==> src/include/cbu_pkg.sv <==
// Constants and types of the conditional branch unit
package cbu_pkg;
  localparam int CBU_PC_W = 16;
  localparam int CBU_OFS_W = 7;
  localparam int CBU_SREG_W = 8;
  localparam int CBU_PC_STEP = 1;
  localparam int CBU_BIT_C = 0;
  localparam int CBU_BIT_Z = 1;
  localparam int CBU_BIT_N = 2;
  localparam int CBU_BIT_V = 3;
  localparam int CBU_BIT_S = 4;
  localparam int CBU_BIT_H = 5;
  localparam int CBU_BIT_T = 6;
  localparam int CBU_BIT_I = 7;
  localparam logic [CBU_SREG_W-1:0] CBU_SREG_RST = 8'h00;

  typedef enum logic [3:0] {
    CBU_JUMP_ON_CARRY_ONE = 4'h0,
    CBU_JUMP_ON_CARRY_ZERO = 4'h1,
    CBU_JUMP_UNSIGNED_NOT_LOWER = 4'h2,
    CBU_JUMP_UNSIGNED_LOWER = 4'h3,
    CBU_JUMP_ON_NEGATIVE = 4'h4,
    CBU_JUMP_ON_NONNEGATIVE = 4'h5,
    CBU_JUMP_SIGNED_NOT_LESS = 4'h6,
    CBU_JUMP_SIGNED_LESS = 4'h7,
    CBU_JUMP_ON_HALF_CARRY_ONE = 4'h8,
    CBU_JUMP_ON_HALF_CARRY_ZERO = 4'h9,
    CBU_JUMP_ON_TRANSFER_BIT_ONE = 4'ha
  } cbu_kind_t;

  typedef enum logic [0:0] {
    CBU_RUN = 1'b0,
    CBU_FLUSH = 1'b1
  } cbu_fsm_t;
endpackage

==> src/include/cbu_eval_if.sv <==
// Carrier between the branch sequencer and the condition evaluator
`timescale 1ns/1ns
interface cbu_eval_if #(
  parameter int PC_W = cbu_pkg::CBU_PC_W,
  parameter int OFS_W = cbu_pkg::CBU_OFS_W
);
  cbu_pkg::cbu_kind_t kind;
  logic [cbu_pkg::CBU_SREG_W-1:0] flags;
  logic [PC_W-1:0] pc;
  logic [OFS_W-1:0] offset;
  logic cond;
  logic legal;
  logic [PC_W-1:0] seq_pc;
  logic [PC_W-1:0] target_pc;

  modport eval (input kind, input flags, input pc, input offset,
                output cond, output legal, output seq_pc, output target_pc);
  modport user (output kind, output flags, output pc, output offset,
                input cond, input legal, input seq_pc, input target_pc);
endinterface

==> src/verilog/cbu_eval.sv <==
// Branch condition test and target address arithmetic
`timescale 1ns/1ns
module cbu_eval #(
  parameter int PC_W = cbu_pkg::CBU_PC_W,
  parameter int OFS_W = cbu_pkg::CBU_OFS_W
) (
  cbu_eval_if.eval bus  // Request fields in, decision out
);
  import cbu_pkg::*;

  logic [PC_W-1:0] ext_ofs;
  logic flag_c;
  logic flag_n;
  logic flag_v;
  logic flag_h;
  logic flag_t;

  assign flag_c = bus.flags[CBU_BIT_C];
  assign flag_n = bus.flags[CBU_BIT_N];
  assign flag_v = bus.flags[CBU_BIT_V];
  assign flag_h = bus.flags[CBU_BIT_H];
  assign flag_t = bus.flags[CBU_BIT_T];

  // Signed word displacement widened to the counter width
  assign ext_ofs = {{(PC_W-OFS_W){bus.offset[OFS_W-1]}}, bus.offset}; // RQ13
  assign bus.seq_pc = bus.pc + PC_W'(CBU_PC_STEP);
  assign bus.target_pc = bus.pc + ext_ofs + PC_W'(CBU_PC_STEP); // RQ13

  always_comb begin
    bus.cond = 1'b0;
    bus.legal = 1'b1;
    unique case (bus.kind)
      CBU_JUMP_ON_CARRY_ONE: bus.cond = flag_c; // RQ1
      CBU_JUMP_UNSIGNED_LOWER: bus.cond = flag_c; // RQ1
      CBU_JUMP_ON_CARRY_ZERO: bus.cond = ~flag_c; // RQ2
      CBU_JUMP_UNSIGNED_NOT_LOWER: bus.cond = ~flag_c; // RQ3
      CBU_JUMP_ON_NEGATIVE: bus.cond = flag_n; // RQ4
      CBU_JUMP_ON_NONNEGATIVE: bus.cond = ~flag_n; // RQ5
      CBU_JUMP_SIGNED_NOT_LESS: bus.cond = ~(flag_n ^ flag_v); // RQ6
      CBU_JUMP_SIGNED_LESS: bus.cond = flag_n ^ flag_v; // RQ7
      CBU_JUMP_ON_HALF_CARRY_ONE: bus.cond = flag_h; // RQ8
      CBU_JUMP_ON_HALF_CARRY_ZERO: bus.cond = ~flag_h; // RQ9
      CBU_JUMP_ON_TRANSFER_BIT_ONE: bus.cond = flag_t; // RQ10
      default: bus.legal = 1'b0;
    endcase
  end
endmodule

==> src/verilog/cbu_top.sv <==
// Conditional relative branch sequencer of the core
// Behaviour
// (RQ1) Carry set or unsigned lower: jump to pc plus k plus one, else fall through.
// (RQ2) Carry clear: jump to pc plus k plus one, else fall through.
// (RQ3) Unsigned same-or-higher acts exactly as the carry-clear branch.
// (RQ4) Negative set: jump to pc plus k plus one, else next instruction.
// (RQ5) Negative clear: jump to pc plus k plus one, else next instruction.
// (RQ6) Signed not-less: jump when negative xor overflow is zero.
// (RQ7) Signed less: jump when negative xor overflow is one.
// (RQ8) Half carry set: jump to pc plus k plus one.
// (RQ9) Half carry clear: jump to pc plus k plus one.
// (RQ10) Transfer bit set: jump to pc plus k plus one.
// (RQ11) No branch alters any status flag; each takes one or two cycles.
// (RQ12) Untaken branch takes one cycle, taken branch two with a flush.
// (RQ13) Offset is a signed word displacement, sign-extended before adding.
`timescale 1ns/1ns
module cbu_top #(
  parameter int PC_W = cbu_pkg::CBU_PC_W,
  parameter int OFS_W = cbu_pkg::CBU_OFS_W
) (
  input wire logic i_sys_clk,  // Core clock
  input wire logic i_nrst,  // Synchronous reset, active low
  input wire logic i_valid,  // Branch request present
  input wire cbu_pkg::cbu_kind_t i_kind,  // Branch kind
  input wire logic [OFS_W-1:0] i_offset,  // Signed displacement k
  input wire logic [PC_W-1:0] i_pc,  // Address of the branch
  input wire logic [cbu_pkg::CBU_SREG_W-1:0] i_sreg,  // Status flags
  output logic o_ready,  // Request may be taken
  output logic o_done,  // Branch finished, one cycle
  output logic o_taken,  // Finished branch jumped
  output logic o_pc_load,  // Load o_pc_next into the counter
  output logic o_flush,  // Drop the prefetched word
  output logic o_illegal,  // Unknown kind code seen
  output logic [PC_W-1:0] o_pc_next,  // Next counter value
  output logic [cbu_pkg::CBU_SREG_W-1:0] o_sreg  // Flags, unchanged
);
  import cbu_pkg::*;

  typedef struct packed {
    cbu_fsm_t fsm;
    logic done;
    logic taken;
    logic pc_load;
    logic flush;
    logic illegal;
    logic [PC_W-1:0] pc_next;
    logic [CBU_SREG_W-1:0] sreg;
  } cbu_state_t;

  cbu_state_t st;
  cbu_state_t next_st;

  cbu_eval_if #(.PC_W(PC_W), .OFS_W(OFS_W)) ev ();

  assign ev.kind = i_kind;
  assign ev.flags = i_sreg;
  assign ev.pc = i_pc;
  assign ev.offset = i_offset;

  cbu_eval #(.PC_W(PC_W), .OFS_W(OFS_W)) u_eval (
    .bus(ev)
  );

  // No request accepted while the jump target is being fetched
  assign o_ready = (st.fsm == CBU_RUN);

  always_comb begin
    next_st = st;
    next_st.done = 1'b0;
    next_st.flush = 1'b0;
    next_st.illegal = 1'b0;
    next_st.pc_load = 1'b0;
    next_st.taken = 1'b0;
    unique case (st.fsm)
      CBU_RUN: begin
        if (i_valid) begin
          next_st.sreg = i_sreg; // RQ11
          if (ev.legal && ev.cond) begin
            next_st.fsm = CBU_FLUSH; // RQ12
            next_st.flush = 1'b1; // RQ12
            next_st.pc_next = ev.target_pc; // RQ1
          end else begin
            next_st.done = 1'b1; // RQ12
            next_st.pc_next = ev.seq_pc; // RQ2
            next_st.illegal = ~ev.legal;
          end
        end
      end
      CBU_FLUSH: begin
        next_st.fsm = CBU_RUN; // RQ11
        next_st.done = 1'b1;
        next_st.taken = 1'b1;
        next_st.pc_load = 1'b1;
      end
    endcase
  end

  always_ff @(posedge i_sys_clk) begin
    if (!i_nrst) begin
      st <= '{fsm: CBU_RUN, done: 1'b0, taken: 1'b0, pc_load: 1'b0, flush: 1'b0,
              illegal: 1'b0, pc_next: '0, sreg: CBU_SREG_RST};
    end else begin
      st <= next_st;
    end
  end

  assign o_done = st.done;
  assign o_taken = st.taken;
  assign o_pc_load = st.pc_load;
  assign o_flush = st.flush;
  assign o_illegal = st.illegal;
  assign o_pc_next = st.pc_next;
  assign o_sreg = st.sreg;
endmodule

==> config.mk <==
export PLATFORM = sky130hd
export DESIGN_NAME = cbu_top
export DESIGN_NICKNAME = d
export VERILOG_FILES = /design/src/include/cbu_pkg.sv /design/src/include/cbu_eval_if.sv /design/src/verilog/cbu_eval.sv /design/src/verilog/cbu_top.sv
export SDC_FILE = /design/constraint.sdc
export NUM_CORES = 1
export LEC_CHECK = 0
export BUFFER_PORTS_ARGS = -buffer_cell sky130_fd_sc_hd__clkbuf_2
export CORE_UTILIZATION = 52
export CTS_CLUSTER_DIAMETER = 150
export DETAILED_ROUTE_END_ITERATION = 10
export GPL_ROUTABILITY_DRIVEN = 1
export GPL_TIMING_DRIVEN = 0
export PLACE_DENSITY = 0.81
export SYNTH_ARGS = -nofsm -noshare
export SYNTH_HDL_FRONTEND = slang
export SYNTH_HIERARCHICAL = 1
export SYNTH_SLANG_ARGS = --single-unit
==> constraint.sdc <==
create_clock -name i_sys_clk -period 6.1 [get_ports i_sys_clk]
set_input_delay 0.305 -clock i_sys_clk [delete_from_list [all_inputs] [get_ports i_sys_clk]]
set_output_delay 0.305 -clock i_sys_clk [all_outputs]
set_load 0.01 [all_outputs]
Word-level counts from Yosys, hierarchy flattened
Cells that the tools add are included.

Word-level logic and storage cells: 46. Output and inout bits: 30. Register bits: 30.

Add/sub/neg operators: 3. Equality and inequality tests: 10. Multiplexer cells: 8. Reduce and logical (&&, ||, !) cells: 8. Bitwise logic cells: 9.

Operator list (number): $add 16x1->16 const B (2); $add 16x16->16 (1); $eq 4x3->1 const B (4); $mux 16 (1); $eq 4x4->1 const B (3); $reduce_or 11->1 (1); $pmux 1 s9 (1); $eq 4x2->1 const B (2); $not 1->1 (8); $eq 4x1->1 const B (1); $logic_not 4->1 (1); $mux 2 (2); $pmux 2 s2 (1); $reduce_or 2->1 (2); $reduce_or 4->1 (1); $mux 1 (3); $reduce_or 3->1 (1); $reduce_and 2->1 (1); $logic_and 1x1->1 (1); $xor 1x1->1 (1).

Depth between registers and ports, before layout
Gate-level depths: netlist of the first run.

Word-level depth: 7. Gate-level depth with buffers: 11. Depth with buffers taken out: 11.

Modules after synthesis
The synthesis of the first run kept the hierarchy.

By module, submodules not included: cbu_top (instances 1, cells each 119, area an instance 1148.6 µm²); cbu_eval (instances 1, cells each 154, area an instance 1099.8 µm²).

Worst setup path after synthesis of the first run
No wires, ideal clock.

Path type: input to register. Start: input port i_pc[0]. End: register st, in the netlist o_pc_next[12]. Stages: 11. Setup slack: 3949 ps. Data arrival time: 2082 ps. Setup time: 70 ps. Data required time: 6030 ps. Buffers on the path: 0. Path through: inv_1 -> ha_1 -> inv_1 -> fa_1 -> a21o_1 -> a221oi_2 -> o21bai_2 -> a31oi_1 -> xnor2_1 -> mux2i_1 -> a21oi_1.

Longest elaborated chain between the ends: 3. Elaborated cells on any way between the ends: 4. Those cells by class: 3 x add/sub; 1 x mux.

RTL lines: start: declaration (line cbu_top.sv:26) `input wire logic [PC_W-1:0] i_pc,`; $add 16x16->16 (line cbu_eval.sv:27) `assign bus.target_pc = bus.pc + ext_ofs + PC_W'(CBU_PC_STEP);`; $add 16x1->16 (line cbu_eval.sv:27); named net ev.target_pc[12] (line cbu_eval_if.sv:14) `logic [PC_W-1:0] target_pc;`; $mux 16 (line cbu_top.sv:78) `if (ev.legal && ev.cond) begin`; end signal: assignment (line cbu_top.sv:100) `st <= '{fsm: CBU_RUN, done: 1'b0, taken: 1'b0, pc_load: 1'b0, flush: 1'b0,`; end signal: assignment (line cbu_top.sv:103) `st <= next_st;`; end: declaration (line cbu_top.sv:50) `cbu_state_t st;`.

The timed path passes the listed nets, and every way through them passes these cells. A chain may end at the register's enable or synchronous reset.

Worst setup path in the final report of the first run
Ends and elaborated chain as after synthesis.

==> results of run 1 <==
[cells by family after synthesis]
kind of cell    after synthesis  share of synthesized area (%)
mux                          17                           7.62
xor+xnor                     32                           12.5
flops                        28                           24.9
compound gates               80                           22.3
buf+inv                      20                           5.56
fa+ha+maj                    17                           9.79
simple gates                 79                           17.4
[registers in the layout, indices dropped and copies added (netlist names)]
name	flops
o_pc_next	16
o_sreg	8
o_done	1
o_illegal	1
o_taken	1
st	1
[worst paths after layout]
check	start	cells past startpoint	slack [ns]	to
worst max-delay path	i_pc[0]	12	3.79	o_pc_next[12]$_SDFFE_PN0P_
worst min-delay path	i_sreg[1]	3	0.24	o_sreg[1]$_SDFFE_PN0P_
worst max register to register	st[29]$_SDFF_PP0_	4	5.05	o_pc_next[0]$_SDFFE_PN0P_
worst min register to register	o_sreg[2]$_SDFFE_PN0P_	2	0.46	o_sreg[2]$_SDFFE_PN0P_
[area by class of cell]
class | count | area [µm²] | area share [%]
Buffer | 13 | 98.8 | 3.66
Clock buffer | 4 | 55.1 | 2.04
Inverter | 7 | 26.3 | 0.973
Multi-Input combinational cell | 225 | 1560 | 57.9
Sequential cell | 28 | 561 | 20.8
Tap cell | 50 | 62.6 | 2.32
Timing Repair Buffer | 67 | 335 | 12.4
[layout by cell type (no fill, tap or decap), types with 2 or more instances in the layout]
cell type,instances
buf_2,3
dfxtp_1,28
and2_1,2
o21ai_1,6
o21ai_0,15
nand2_1,30
inv_1,7
nor3_1,3
clkbuf_8,4
mux2i_1,16
buf_4,2
clkbuf_1,4
clkbuf_2,67
a21o_1,7
nor2_1,14
nor2b_1,3
a21oi_1,29
and3_1,5
a21boi_1,9
nand4_1,3
ha_1,16
xor2_1,8
xnor2_1,24
nand3_1,10
buf_6,3
nand2b_1,3
o211ai_1,3
a211oi_1,2
[worst max-delay path, stage by stage]
cell      delay, ns
clkbuf_2       0.14
inv_1          0.09
ha_1           0.18
inv_1          0.06
fa_1           0.39
a21o_1         0.20
a221oi_2       0.38
o21bai_2       0.15
a31oi_1        0.24
xnor2_1        0.15
mux2i_1        0.10
a21oi_1        0.14
[synthesized netlist by cell type (4+ instances only)]
master and instances:
clkbuf_1 4, and3_1 5, inv_1 7, nand3_1 10, xnor2_1 24, a21boi_1 9, mux2i_1 16, dfxtp_1 28
a21oi_1 29, xor2_1 8, o21ai_1 6, a21o_1 7, o21ai_0 15, nor2_1 14, nand2_1 30, ha_1 16
[per-stage QoR]
stage          util [%]  total power [mW]  hold WS [ns]
4_1_cts            66.1             0.513         0.240
3_5_place_dp       64.8             0.402         0.445
2_1_floorplan         -             0.342         0.440
5_1_grt            66.1             0.548         0.246
6_report           66.1             0.513         0.237
3_3_place_gp       64.8             0.398         0.440
[power by group through the flow]
stage | combinational [mW] | clock [mW] | sequential (mW)
6_report | 0.194 | 0.113 | 0.205
5_1_grt | 0.216 | 0.124 | 0.208
4_1_cts | 0.194 | 0.114 | 0.205
3_5_place_dp | 0.193 | 0 | 0.209
3_3_place_gp | 0.189 | 0 | 0.208
2_1_floorplan | 0.127 | 0 | 0.215
[routing by layer]
metal	wire length, µm	up-vias	track usage (%)
met3	188	5	1.69
met2	2300	50	38.7
met4	49	0	6.38
met5	0	-	0
li1	-	1119	-
met1	2420	955	28.2
==> flow_summary_export.csv, run 1 <==
group,metric,value,unit
status,status,"finished, final reports clean",
layout,fin_nets,400,
logic_synthesis,syn_nets,328,
grt,grt_pass1_vias,1831,
worst_setup_path,start_kind,"primary input",
die,row_count,23,
detailed_routing,wl_per_cell,12.6,µm
grt,grt_overflow,0,
placed_design,dp_hpwl,4.05,mm
logic_synthesis,async_flop_share,0,%
timing,period_needed,2.31,ns
timing,drv_slew,0,
logic_synthesis,ys_ff_latch,28,
die,pin_count,68,
power_and_ir_drop,swShare,32.9,%
detailed_routing,routed_wl,4.96,mm
die,die_area,4590,µm²
grt,grt_pass1_wl,7.78,mm
worst_setup_path,critPathMaxFanout,6,
detailed_routing,drt.antenna.violating_nets,0,
detailed_routing,vias,2129,
logic_synthesis,synth_edf_count,0,
timing,finalSetupTns,0,ns
die,start_util,55.0,%
logic_synthesis,netlist_area,2250,µm²
logic_synthesis,synth_cell_type_count,44,
layout,final_cells,394,
logic_synthesis,postSynthCellCount,273,
timing,fin_skew,0.00395,ns
layout,syn_to_final_growth,20.1,%
power_and_ir_drop,intPower,344,µW
detailed_routing,drt_iter0_drc,97,
power_and_ir_drop,power.density,190,nW/µm²
logic_synthesis,yosysTopAreaCellShare,24.9,%
cts,cts_buffers,3,
placed_design,dp_cells,390,
cts,ctsHoldBuffers,0,
timing,setup_viol,0,
power_and_ir_drop,irDropWorstVdd,86.8,µV
min_path,hp-class,"primary input to flip-flop",
timing,final-hold-violation-count,0,
cts,cts_tree,"built",
layout,fill_cells,368,
job,cap_violations,0,
layout,antenna_cells,0,
worst_setup_path,path_class,"primary input to flip-flop",
die,coreArea,4090,µm²
worst_setup_path,arrival,2.52,ns
power_and_ir_drop,power_frac_comb,37.8,%
worst_setup_path,worstSetupEndpointType,"flip-flop",
logic_synthesis,synthFlopType,"dfxtp_1",
die,die_width,67.8,µm
logic_synthesis,ys_seq_area_share,24.9,%
worst_setup_path,cp_data_required_time,6.32,ns
cts,cts.clk_slew.worst_paths,0.09,ns
power_and_ir_drop,seq_power_share,40.1,%
timing,fin_ws,3.79,ns
grt,grt_max_degree,16,
cts,htreeDepth,1,
detailed_routing,drcViolationCount,0,
cts,clockBufferDepth,2,
power_and_ir_drop,p_sw,169,µW
die,die_h,67.8,µm
timing,finalCritPeriodShare,37.8,%
power_and_ir_drop,total_leakage_power,1.33,nW
layout,fin_area,2700,µm²
timing,rsz0062_at_grt,"no",
detailed_routing,first_pass_iters,4,
placed_design,portBuffers,67,
timing,slew_headroom,74.4,%
cts,cts_sinks,28,
grt,antenna_found_initial,0,
cts,clk_latency,0.28,ns
grt,grt_usage,22.0,%
logic_synthesis,yosys.area.top_type,"dfxtp_1",
logic_synthesis,avgSynthCellArea,8.24,µm²
placed_design,dp_slack,3.49,ns
logic_synthesis,synth.area.top_cells,"dfxtp_1, xnor2_1, ha_1",
power_and_ir_drop,clockPowerShare,22.1,%
cts,cts_setup_buffers,0,
cts,post_cts_resized,0,
placed_design,gp_congestion,0.846,
layout,layout-drive-gt1-share,25.9,%
timing,worst_slew_pin_slew,0.384,ns
logic_synthesis,yosys_warnings,6,
cts,root_buffer,"clkbuf_8",
placed_design,place_area,2650,µm²
detailed_routing,avgViaCountPerCell,5.40,
timing,fmax,434,MHz
Power figures use the tool's default switching activity.
==> run 2: changes to the inputs <==
Settings changed: CORE_UTILIZATION 52 to 47, PLACE_DENSITY 0.81 to 0.77.
Clock period 6.1 ns to 1.9 ns, I/O delays scaled along.
==> run 2 against run 1 <==
Net effect: sequential power rose to 3.2 times the previous value; die area increased by 10%; largest power group unchanged; final cell count is 0.76% higher; first-iteration DRC count is 42% higher; total power grew to 3.3 times the previous value; flip-flop and latch count unchanged; worst hold slack lost 0.20 ns; global-route usage fell by 1.3 points; the run now ends with design-rule violations left; critical path depth did not move; design area is 2.6% higher; core utilization shrank 4.2 points; worst setup slack worse by 3.7 ns; critical path type unchanged.
==> flow_summary_export.csv, run 2 (synthesized netlist as in run 1, its figures left out) <==
group,metric,value,unit
layout,antenna_cells,0,
detailed_routing,vias,2138,
layout,fin_area,2770,µm²
timing,fin_ws,0.119,ns
power_and_ir_drop,intPower,1.12,mW
layout,layout-drive-gt1-share,29.3,%
min_path,hold_end,"o_sreg[1]$_SDFFE_PN0P_",
detailed_routing,drt_iter0_drc,138,
timing,worst_slew_pin_slew,0.330,ns
detailed_routing,avgViaCountPerCell,5.39,
cts,cts.clk_slew.worst_paths,0.09,ns
placed_design,portBuffers,67,
min_path,whs_path_depth,3,
timing,timing.hold.ws,0.0328,ns
timing,finalCritPeriodShare,93.8,%
grt,antenna_found_initial,0,
grt,grt_max_degree,16,
die,die_h,71.2,µm
cts,clk_latency,0.27,ns
power_and_ir_drop,seq_power_share,39.3,%
status,violations,"design-rule violations",
cts,cts_sinks,28,
worst_setup_path,crit_start,"i_pc[0]",
worst_setup_path,slowest_delay,0.35,ns
power_and_ir_drop,power.density,604,nW/µm²
layout,syn_to_final_growth,23.3,%
power_and_ir_drop,p_sw,551,µW
min_path,hp-class,"primary input to flip-flop",
worst_setup_path,rr_endpoint,"o_pc_next[12]$_SDFFE_PN0P_",
grt,grt_overflow,0,
worst_setup_path,worstSetupEndpointType,"flip-flop",
detailed_routing,wl_per_cell,12.6,µm
worst_setup_path,r2r_cells,3,
layout,layout_commonest_cell,"clkbuf_2",
cts,cts_tree,"built",
layout,largest_reg_flops,16,
power_and_ir_drop,power_frac_comb,38.8,%
worst_setup_path,r2r-start,"st[29]$_SDFF_PP0_",
worst_setup_path,arrival,1.99,ns
die,coreArea,4470,µm²
timing,slew_headroom,77.8,%
job,cap_violations,0,
grt,grt_usage,20.7,%
detailed_routing,first_pass_iters,7,
worst_setup_path,crit_chain,"buf_8, inv_4, ha_4, inv_2, fa_2, a21o_1, a221oi_4, o21bai_2, a31oi_1, xnor2_1, mux2i_1, a21oi_1",
power_and_ir_drop,clockPowerShare,21.9,%
timing,drv_slew,0,
worst_setup_path,cp_data_required_time,2.11,ns
placed_design,dp_hpwl,4.05,mm
die,row_count,24,
status,status,"complete, but fails checks",
layout,fin_nets,401,
layout,final_cells,397,
power_and_ir_drop,irDropWorstVdd,267,µV
worst_setup_path,slowest_stage,"fa_2",
layout,fill_cells,407,
min_path,hp-start,"i_sreg[1]",
detailed_routing,drcViolationCount,7,
worst_setup_path,path_class,"primary input to flip-flop",
cts,clockBufferDepth,2,
layout,final_cell_mix,"clkbuf_2, nand2_1, a21oi_1, dfxtp_1, xnor2_1",
detailed_routing,drt.antenna.violating_nets,0,
placed_design,dp_slack,-0.416,ns
placed_design,place_area,2650,µm²
cts,cts_buffers,3,
worst_setup_path,r2r_slack,0.86,ns
timing,period_needed,1.78,ns
timing,fin_skew,0.00122,ns
timing,fmax,561,MHz
die,start_util,50.3,%
cts,htreeDepth,1,
detailed_routing,routed_wl,5.01,mm
timing,setup_viol,0,
die,die_width,71.2,µm
grt,grt_pass1_wl,8.52,mm
power_and_ir_drop,swShare,32.9,%
grt,grt_pass1_vias,1923,
timing,rsz0062_at_grt,"no",
placed_design,dp_cells,392,
placed_design,gp_congestion,0.829,
power_and_ir_drop,total_power,1.67,mW
timing,final-hold-violation-count,0,
die,pin_count,68,
worst_setup_path,critPathMaxFanout,6,
worst_setup_path,start_kind,"primary input",
cts,root_buffer,"clkbuf_8",
die,die_area,5060,µm²
power_and_ir_drop,total_leakage_power,1.34,nW
run 2: cell count changes in the layout (fill, tap and decap cells not counted), sizes merged:
cell    change
buf         +6
clkbuf      -5
run 2: stage by stage:
step	util (%)	TNS, ns
after floorplan	-	0
after global placement	59.2	-1.88
after detailed placement	59.2	-2.12
after CTS	61.4	0
after global routing	61.9	0
final	61.9	0
run 2: area by class of cell:
type,count,area (µm²),share of cell area [%]
inverter,7,28.8,1.04
tap,52,65.1,2.35
multi-input combinational,225,1600,57.7
clock buffer,4,55.1,1.99
buffer,10,87.6,3.16
sequential,28,561,20.2
timing repair buffer,71,375,13.5
run 2: repair_timing:
item,CTS,global route
gates resized for setup,7,9
pin swaps,7,10
hold buffers,0,0
cloned,0,0
setup endpoints to repair,4,6
buffers inserted,1,3
run 2: critical path, delay by kind of cell:
family / cells / cell delay [ns]
AO/OA/AOI/OAI: 5 / 0.99
multiplexers: 1 / 0.10
XOR/XNOR: 1 / 0.14
adder cells (fa/ha/maj): 2 / 0.47
buffers and inverters: 3 / 0.19
run 2: how the worst max path moves through the flow:
stage | endpoint | cells after the start
after CTS | o_pc_next[12]$_SDFFE_PN0P_ | 12
after detailed placement | o_pc_next[12]$_SDFFE_PN0P_ | 12
after floorplan | o_pc_next[12]$_SDFFE_PN0P_ | 11
after global routing | o_pc_next[12]$_SDFFE_PN0P_ | 12
after global placement | o_pc_next[12]$_SDFFE_PN0P_ | 12
final | o_pc_next[12]$_SDFFE_PN0P_ | 12
run 2: routing by layer:
| metal | track usage [%] | vias up | part of all wire [%] |
|---|---|---|---|
| met5 | 0 | - | 0 |
| met4 | 6.00 | 0 | 1.1 |
| met3 | 2.42 | 5 | 4.4 |
| met2 | 34.9 | 53 | 47 |
| met1 | 27.6 | 966 | 48 |
| li1 | - | 1114 | - |
run 2: power groups by stage:
stage                     logic [mW]  registers, mW  clock network (mW)
final                          0.649          0.658               0.366
after floorplan                0.407          0.692                   0
after global routing           0.722          0.663               0.397
after detailed placement       0.621          0.671                   0
after CTS                      0.639          0.658               0.372
after global placement         0.610          0.671                   0
